==> src/rtl/lpr_pkg.sv <==
// constants and types shared by both ends of the light sensor result link
package lpr_pkg;

  // sensor register byte offsets
  localparam logic [7:0] OFS_CMD1     = 8'h00;
  localparam logic [7:0] OFS_CMD2     = 8'h01;
  localparam logic [7:0] OFS_RES_LO   = 8'h02;
  localparam logic [7:0] OFS_RES_HI   = 8'h03;
  localparam logic [7:0] OFS_LTH_LO   = 8'h04;
  localparam logic [7:0] OFS_LTH_HI   = 8'h05;
  localparam logic [7:0] OFS_HTH_LO   = 8'h06;
  localparam logic [7:0] OFS_HTH_HI   = 8'h07;
  localparam logic [7:0] OFS_RSVD     = 8'h08;

  // reset values
  localparam logic [7:0] RST_CMD      = 8'h00;
  localparam logic [7:0] RST_LTH      = 8'h00;
  localparam logic [7:0] RST_HTH      = 8'hff;
  localparam logic [7:0] RST_RSVD     = 8'h00;

  // first command register field positions
  localparam int CMD1_OP_LSB          = 5;
  localparam int CMD1_FLAG_BIT        = 2;
  localparam int CMD1_PERSIST_LSB     = 0;
  // second command register field positions
  localparam int CMD2_SCHEME_BIT      = 7;
  localparam int CMD2_RES_LSB         = 2;

  // oscillator cycles per conversion for each resolution code
  localparam logic [16:0] CYC_RES16   = 17'h10000;
  localparam logic [16:0] CYC_RES12   = 17'h01000;
  localparam logic [16:0] CYC_RES8    = 17'h00100;
  localparam logic [16:0] CYC_RES4    = 17'h00010;

  // consecutive out-of-window counts for each persistence code
  localparam logic [4:0] PERSIST_P0   = 5'h01;
  localparam logic [4:0] PERSIST_P1   = 5'h04;
  localparam logic [4:0] PERSIST_P2   = 5'h08;
  localparam logic [4:0] PERSIST_P3   = 5'h10;

  // operation modes
  typedef enum logic [2:0] {
    OP_OFF       = 3'b000,
    OP_ALS_ONCE  = 3'b001,
    OP_IR_ONCE   = 3'b010,
    OP_PROX_ONCE = 3'b011,
    OP_RESERVED  = 3'b100,
    OP_ALS_CONT  = 3'b101,
    OP_IR_CONT   = 3'b110,
    OP_PROX_CONT = 3'b111
  } lpr_op_type;

  // host controller register byte addresses (axi4-lite)
  localparam logic [3:0] AXI_OFS_CMD  = 4'h0;
  localparam logic [3:0] AXI_OFS_STAT = 4'h4;
  localparam int HCMD_ADDR_LSB        = 0;
  localparam int HCMD_WDATA_LSB       = 8;
  localparam int HCMD_READ_BIT        = 16;

  localparam logic [1:0] AXI_OKAY     = 2'b00;
  localparam logic [1:0] AXI_SLVERR   = 2'b10;

  // host controller transfer states
  typedef enum logic [0:0] {
    H_IDLE = 1'b0,
    H_WAIT = 1'b1
  } lpr_host_state_type;

endpackage

==> src/rtl/lpr_link_if.sv <==
// register link between the sensor result block and its host controller
`timescale 1ns/10ps
interface lpr_link_if;
  logic [7:0] reg_addr;
  logic [7:0] reg_wdata;
  logic       reg_wr;
  logic       reg_rd;
  logic [7:0] reg_rdata;
  logic       reg_ack;
  logic       int_n;

  // sensor end
  modport dev (
    input  reg_addr,
    input  reg_wdata,
    input  reg_wr,
    input  reg_rd,
    output reg_rdata,
    output reg_ack,
    output int_n
  );

  // host controller end
  modport host (
    output reg_addr,
    output reg_wdata,
    output reg_wr,
    output reg_rd,
    input  reg_rdata,
    input  reg_ack,
    input  int_n
  );
endinterface

==> src/rtl/lpr_dev_end.sv <==
// sensor end: result registers, thresholds, conversion timing and interrupt
// Function
// - result bytes are read-only to software
// - upper byte at 03, lower at 02
// - result right-aligned from bit zero
// - four-bit result in bits 0 to 3
// - both result bytes refresh every conversion
// - low threshold at 04/05, resets zero
// - high threshold at 06/07, resets ones
// - reserved address 08 holds zero
// - integration lasts two-to-the-n oscillator cycles
// - scheme one subtracts background, halves resolution
// - host may difference proximity and IR
// - host clears flag before using interrupts
// - flag set when result leaves window
// - flag and pin held until 00 read
// - pin waits for persistence count conversions
// - persistence applies to every measurement kind
// - persistence codes select 1, 4, 8, 16
// - resolution codes select 65536/4096/256/16 cycles
// - command one transfer also clears flag
// - operation field selects measurement and mode
`timescale 1ns/10ps
module lpr_dev_end (
  // clock and reset
  input  wire logic        sys_clk_in,
  input  wire logic        sys_rst_in,
  // register link
  lpr_link_if.dev          link,
  // analog front end, one strobe per internal oscillator cycle
  input  wire logic        osc_tick_in,
  input  wire logic [15:0] adc_als_in,
  input  wire logic [15:0] adc_ir_in,
  input  wire logic [15:0] adc_prox_in,
  // conversion status
  output logic             conv_done_out,
  output logic             led_on_out
);
  import lpr_pkg::*;

  logic [2:0]  op_q;
  logic [2:0]  op_d;
  logic [1:0]  persist_q;
  logic [7:0]  cmd2_q;
  logic        flag_q;
  logic        flag_d;
  logic [15:0] lth_q;
  logic [15:0] hth_q;
  logic [15:0] result_q;
  logic [15:0] result_d;
  logic [16:0] cnt_q;
  logic [4:0]  pcnt_q;
  logic [7:0]  rdata_q;
  logic        ack_q;
  logic        int_n_q;
  logic        done_q;
  logic        led_q;

  // link decode
  wire wr_cmd1 = link.reg_wr && (link.reg_addr == OFS_CMD1);
  wire rd_cmd1 = link.reg_rd && (link.reg_addr == OFS_CMD1);
  wire wr_cmd2 = link.reg_wr && (link.reg_addr == OFS_CMD2);
  wire wr_lt_l = link.reg_wr && (link.reg_addr == OFS_LTH_LO);
  wire wr_lt_h = link.reg_wr && (link.reg_addr == OFS_LTH_HI);
  wire wr_ht_l = link.reg_wr && (link.reg_addr == OFS_HTH_LO);
  wire wr_ht_h = link.reg_wr && (link.reg_addr == OFS_HTH_HI);

  // resolution and persistence decode
  wire [1:0]  res_code = cmd2_q[CMD2_RES_LSB +: 2];
  wire        scheme1  = cmd2_q[CMD2_SCHEME_BIT];
  wire [16:0] conv_len = (res_code == 2'b00) ? CYC_RES16 :
                         (res_code == 2'b01) ? CYC_RES12 :
                         (res_code == 2'b10) ? CYC_RES8 : CYC_RES4;
  wire [4:0]  need     = (persist_q == 2'b00) ? PERSIST_P0 :
                         (persist_q == 2'b01) ? PERSIST_P1 :
                         (persist_q == 2'b10) ? PERSIST_P2 : PERSIST_P3;

  // conversion timing
  wire running  = (op_q != OP_OFF) && (op_q != OP_RESERVED);
  wire conv_end = running && osc_tick_in && (cnt_q == conv_len - 17'h00001);
  wire is_prox  = (op_q[1:0] == 2'b11);
  wire is_ir    = (op_q[1:0] == 2'b10);

  // result assembly: mask to n bits, scheme one is signed and halved
  wire [15:0] mask     = conv_len[15:0] - 16'h0001;
  wire [15:0] m_als    = adc_als_in & mask;
  wire [15:0] m_ir     = adc_ir_in & mask;
  wire [15:0] m_prox   = adc_prox_in & mask;
  wire [16:0] diff     = {1'b0, m_prox} - {1'b0, m_ir};
  wire [15:0] signed_h = diff[16:1];
  assign result_d = !is_prox ? (is_ir ? m_ir : m_als) :
                    (scheme1 ? signed_h : m_prox);

  // window compare on the value about to be stored
  wire out_win  = (result_d < lth_q) || (result_d > hth_q);
  wire [4:0] pcnt_inc = (pcnt_q == PERSIST_P3) ? pcnt_q : pcnt_q + 5'h01;
  wire trip     = conv_end && out_win && (pcnt_inc >= need);
  // any access to command one ends its transfer and clears the flag
  wire flag_clr = rd_cmd1 || wr_cmd1;
  assign flag_d = trip || (flag_q && !flag_clr);

  // operation mode, single conversions fall back to power-down
  always_comb
  begin
    op_d = op_q;
    if (wr_cmd1)
      op_d = link.reg_wdata[CMD1_OP_LSB +: 3];
    else if (conv_end && !op_q[2])
      op_d = OP_OFF;
  end

  // command registers
  always_ff @(posedge sys_clk_in)
  begin
    if (sys_rst_in) begin
      op_q      <= RST_CMD[CMD1_OP_LSB +: 3];
      persist_q <= RST_CMD[CMD1_PERSIST_LSB +: 2];
      cmd2_q    <= RST_CMD;
    end else begin
      op_q <= op_d;
      if (wr_cmd1)
        persist_q <= link.reg_wdata[CMD1_PERSIST_LSB +: 2];
      if (wr_cmd2)
        cmd2_q <= link.reg_wdata;
    end
  end

  // threshold registers
  always_ff @(posedge sys_clk_in)
  begin
    if (sys_rst_in) begin
      lth_q <= {RST_LTH, RST_LTH};
      hth_q <= {RST_HTH, RST_HTH};
    end else begin
      if (wr_lt_l) lth_q[7:0]  <= link.reg_wdata;
      if (wr_lt_h) lth_q[15:8] <= link.reg_wdata;
      if (wr_ht_l) hth_q[7:0]  <= link.reg_wdata;
      if (wr_ht_h) hth_q[15:8] <= link.reg_wdata;
    end
  end

  // integration counter, restarted by a command one write
  always_ff @(posedge sys_clk_in)
  begin
    if (sys_rst_in || !running || wr_cmd1)
      cnt_q <= 17'h00000;
    else if (osc_tick_in)
      cnt_q <= conv_end ? 17'h00000 : cnt_q + 17'h00001;
  end

  // result capture and persistence run count
  always_ff @(posedge sys_clk_in)
  begin
    if (sys_rst_in) begin
      result_q <= 16'h0000;
      pcnt_q   <= 5'h00;
    end else if (conv_end) begin
      result_q <= result_d;
      pcnt_q   <= out_win ? pcnt_inc : 5'h00;
    end
  end

  // interrupt flag and pin, a trip in a clear cycle wins
  always_ff @(posedge sys_clk_in)
  begin
    if (sys_rst_in) begin
      flag_q  <= 1'b0;
      int_n_q <= 1'b1;
    end else begin
      flag_q  <= flag_d;
      int_n_q <= !flag_d;
    end
  end

  // read data mux; result bytes and reserved byte have no write path
  wire [7:0] rd_mux =
    (link.reg_addr == OFS_CMD1)   ? {op_q, 2'b00, flag_q, persist_q} :
    (link.reg_addr == OFS_CMD2)   ? cmd2_q :
    (link.reg_addr == OFS_RES_LO) ? result_q[7:0] :
    (link.reg_addr == OFS_RES_HI) ? result_q[15:8] :
    (link.reg_addr == OFS_LTH_LO) ? lth_q[7:0] :
    (link.reg_addr == OFS_LTH_HI) ? lth_q[15:8] :
    (link.reg_addr == OFS_HTH_LO) ? hth_q[7:0] :
    (link.reg_addr == OFS_HTH_HI) ? hth_q[15:8] :
    (link.reg_addr == OFS_RSVD)   ? RST_RSVD : 8'h00;

  // link answer, one cycle after each request
  always_ff @(posedge sys_clk_in)
  begin
    if (sys_rst_in) begin
      rdata_q <= 8'h00;
      ack_q   <= 1'b0;
    end else begin
      ack_q <= link.reg_wr || link.reg_rd;
      if (link.reg_rd)
        rdata_q <= rd_mux;
    end
  end

  // conversion status outputs
  always_ff @(posedge sys_clk_in)
  begin
    if (sys_rst_in) begin
      done_q <= 1'b0;
      led_q  <= 1'b0;
    end else begin
      done_q <= conv_end;
      led_q  <= running && is_prox;
    end
  end

  assign link.reg_rdata = rdata_q;
  assign link.reg_ack   = ack_q;
  assign link.int_n     = int_n_q;
  assign conv_done_out  = done_q;
  assign led_on_out     = led_q;

endmodule

==> src/flat_wrapper.sv <==
// flat-port wrapper written by rule: the top's interface ports become plain ports
module lpr_dev_end_flat import lpr_pkg::*;
  (sys_clk_in, sys_rst_in, osc_tick_in, adc_als_in, adc_ir_in, adc_prox_in, conv_done_out, led_on_out, link_reg_addr, link_reg_wdata, link_reg_wr, link_reg_rd, link_reg_rdata, link_reg_ack, link_int_n);
  lpr_link_if link_i ();
  input  wire logic sys_clk_in;
  input  wire logic sys_rst_in;
  input  wire logic osc_tick_in;
  input  wire logic [15:0] adc_als_in;
  input  wire logic [15:0] adc_ir_in;
  input  wire logic [15:0] adc_prox_in;
  output logic conv_done_out;
  output logic led_on_out;
  input wire logic [$bits(link_i.reg_addr)-1:0] link_reg_addr;
  input wire logic [$bits(link_i.reg_wdata)-1:0] link_reg_wdata;
  input wire logic [$bits(link_i.reg_wr)-1:0] link_reg_wr;
  input wire logic [$bits(link_i.reg_rd)-1:0] link_reg_rd;
  output wire logic [$bits(link_i.reg_rdata)-1:0] link_reg_rdata;
  output wire logic [$bits(link_i.reg_ack)-1:0] link_reg_ack;
  output wire logic [$bits(link_i.int_n)-1:0] link_int_n;
  assign link_i.reg_addr = link_reg_addr;
  assign link_i.reg_wdata = link_reg_wdata;
  assign link_i.reg_wr = link_reg_wr;
  assign link_i.reg_rd = link_reg_rd;
  assign link_reg_rdata = link_i.reg_rdata;
  assign link_reg_ack = link_i.reg_ack;
  assign link_int_n = link_i.int_n;
  lpr_dev_end u_core (.sys_clk_in(sys_clk_in), .sys_rst_in(sys_rst_in), .link(link_i), .osc_tick_in(osc_tick_in), .adc_als_in(adc_als_in), .adc_ir_in(adc_ir_in), .adc_prox_in(adc_prox_in), .conv_done_out(conv_done_out), .led_on_out(led_on_out));
endmodule
==> config.mk <==
export PLATFORM = sky130hd
export DESIGN_NAME = lpr_dev_end_flat
export DESIGN_NICKNAME = d
export VERILOG_FILES = /design/src/rtl/lpr_pkg.sv /design/src/rtl/lpr_link_if.sv /design/src/rtl/lpr_dev_end.sv /design/src/flat_wrapper.sv
export SDC_FILE = /design/constraint.sdc
export NUM_CORES = 1
export LEC_CHECK = 0
export BUFFER_PORTS_ARGS = -buffer_cell sky130_fd_sc_hd__buf_2
export CORE_MARGIN = 4
export CORE_UTILIZATION = 59
export DETAILED_ROUTE_END_ITERATION = 10
export MAX_ROUTING_LAYER = met4
export PLACE_DENSITY = 0.81
export SLEW_MARGIN = 20
export SYNTH_ARGS = -nofsm -noshare
export SYNTH_HDL_FRONTEND = slang
export SYNTH_SLANG_ARGS = --single-unit
==> constraint.sdc <==
create_clock -name sys_clk_in -period 5.9 [get_ports sys_clk_in]
set_clock_uncertainty 0.2 [all_clocks]
set_input_delay 0.885 -clock sys_clk_in [delete_from_list [all_inputs] [get_ports sys_clk_in]]
set_output_delay 0.885 -clock sys_clk_in [all_outputs]
set_load 0.005 [all_outputs]
==> results.cfg <==
[clocking]
postCtsHoldBufs = 0
cts_setup_buffers = 0
cts_sinks = 96
clock-root-buffer = clkbuf_8
cts_buffers = 9
clockBufferDepth = 2
cts_max_level = 3
cts_tree = done
cts_resized = 0
insertion_delay_ns = 0.39
path_clk_slew_ns = 0.09

[sta]
hold_viol_final = 0
setup_viol = 0
period_minus_slack_ns = 5.554
tns_ns = 0
fmaxAchievable_mhz = 180.1
slew_viol_final = 0
tightest_slew_ns = 1.139
slew_headroom_pct = 23.80
min_period_over_period_pct = 94.13
rsz0062_at_grt = no
worst_slack_ns = 0.3462

[setup_path]
cp.required_ns = 6.01
crit_family = simple AND/OR/NAND/NOR gates
critPathLaunchType = register
arrival_ns = 5.66
cpPeakStageDelay_ns = 0.54
crit_type = reg2reg
cp_slowest_cell = dfxtp_1
path_max_fanout = 11
cp-end-kind = register
path_cells = nand2_1, ha_1, inv_1, nand2_1, ha_1, o21ai_0, nor2_1, or4_1, o31a_1, nor4_1, nor2_1, ha_1, nand4_1, a2111o_1, a31oi_1, o41a_1, nor2_1, or4_1, a31oi_1
path_buf_inv = 1

[layout]
antenna_cells = 0
drive_gt1_share_pct = 14.14
layout_common_cells = 96 x nor2_1, 96 x dfxtp_1, 91 x nand2_1
nets = 996
area_growth_syn_to_layout_pct = 10.36

[yosys]
ys_types = 62
synth_fp_nets = 934
async_reset_ff_share_pct = 0
synthFlopType = dfxtp_1
ys_warn_count = 0
ys_ff_latch = 96
ys_seq_area_share_pct = 29.53
synthesis.instances = 810
synth_edf_count = 0
avgSynthCellArea_um2 = 8.035
syn_area_um2 = 6509

[placed_design]
dp_hpwl_mm = 15.29
io_buffers = 80
gp_congestion = 1.068
post-place-ws_ns = 0.4160

[route]
dr.pass1.iters = 5
via_per_inst = 6.257
wirelength_mm = 19.77
drtIter0Drc = 633
drc = 0
antenna_left = 0
route.vias.total = 6363
avgRoutedWirePerCell_um = 19.44

[floorplan]
die_h_um = 113.0
fp-row-count = 38
start_util_pct = 60.04
fp.dieW_um = 113.0
ios = 81
die_area_um2 = 12780
core-area_um2 = 10840

[global_route]
antenna_found_initial = 0
grt_overflow = 0
grt_pass1_wl_mm = 31.77
grt_max_degree = 61
grt_pass1_vias = 6228
track_usage_pct = 32.34

[power_and_ir_drop]
vdd_ir_drop_max_v = 0.0001681
finalPower_mw = 1.284
power.density_nw_per_um2 = 178.8
p_leak_nw = 3.014

[run]
maxCapViolCount = 0

[min_path]
hp-class = reg2reg

[status]
status = complete, no violations
==> per-stage QoR <==
step	hold slack, ns	utilization, %	area, µm²	instances
2_1_floorplan	0.2194	-	6509	810
3_3_place_gp	0.2427	64.51	6993	1001
3_5_place_dp	0.2534	64.51	6993	1001
4_1_cts	0.2662	66.26	7183	1017
5_1_grt	0.2991	66.26	7183	1017
6_report	0.2676	66.26	7183	1017
==> cells by family (layout without fill, tap and decap cells) <==
family                     count (synthesis)  count (layout)  share of synthesized area (%)
adders and majority gates                 55              55                          10.69
xor gates and xnor gates                  31              31                          4.171
and+or+nand+nor                          293             293                          21.07
buffers and inverters                     94             161                          5.613
muxes                                     46              46                          8.516
AOI/OAI and AO/OA                        195             195                          20.42
DFF                                       96              96                          29.53
==> final timing paths <==
| path | startpoint | slack, ns | to | depth (start not counted) |
|---|---|---|---|---|
| setup / recovery | u_core.cmd2_q[2] | 0.35 | u_core.pcnt_q[3] | 19 |
| hold reg to reg | u_core.result_q[2] | 0.27 | u_core.result_q[2] | 2 |
| setup reg to reg | u_core.cmd2_q[2] | 0.35 | u_core.pcnt_q[3] | 19 |
| hold / removal | u_core.result_q[2] | 0.27 | u_core.result_q[2] | 2 |
==> synthesized netlist by cell type (12+ instances only) <==
library cell	n	share of area, %
dfxtp_1	96	30
inv_1	57	3.3
a21oi_1	47	3.6
nor3_1	12	0.92
xnor2_1	15	2.0
mux2i_1	34	5.2
ha_1	54	10
nor2_1	96	5.5
nand2_1	91	5.2
o211ai_1	30	3.5
clkbuf_1	28	1.6
a211oi_1	14	1.6
xor2_1	16	2.2
o21ai_0	27	2.1
a22oi_1	13	1.5
nand3_1	17	1.3
==> worst reg2reg max path: cells and delay by family (launching register included) <==
kind                     cells  cell delay, ns
flip-flops                   1            0.54
AO/OA/AOI/OAI                6            1.35
AND/OR/NAND/NOR              9            2.19
adder cells (fa/ha/maj)      3            1.09
buffers and inverters        1            0.09
==> layout make-up <==
class | instances | area, µm²
multi-input combinational | 620 | 4222
inverter | 57 | 214.0
timing repair buffer | 88 | 460.4
clock inverter | 5 | 38.79
sequential | 96 | 1922
tap | 140 | 175.2
clock buffer | 11 | 151.4
fill | 975 | 3657
==> flip-flops by register name, indices dropped and copies added (netlist names), 2 cells and up <==
| name | count |
|---|---|
| u_core.persist_q | 2 |
| u_core.pcnt_q | 5 |
| u_core.op_q | 3 |
| u_core.result_q | 16 |
| u_core.link.reg_rdata | 8 |
| u_core.cnt_q | 17 |
| u_core.hth_q | 16 |
| u_core.cmd2_q | 8 |
| u_core.lth_q | 16 |
==> report_power, final <==
| part | leakage, nW | switching, mW | internal (mW) | total (mW) |
|---|---|---|---|---|
| logic | 2.14 | 0.124 | 0.0846 | 0.208 |
| clock network | 0.0959 | 0.245 | 0.179 | 0.424 |
| registers | 0.775 | 0.00143 | 0.650 | 0.652 |
| total | 3.01 | 0.370 | 0.914 | 1.28 |
==> metal layers <==
metal	GRT usage, %	vias to the layer above	part of all wire [%]
li1	-	3038	-
met1	40.49	2976	42
met2	53.04	301	47
met3	4.278	48	7.4
met4	12.82	0	3.4
met5	-	-	0
No activity file was read; power rests on OpenSTA's default activity.
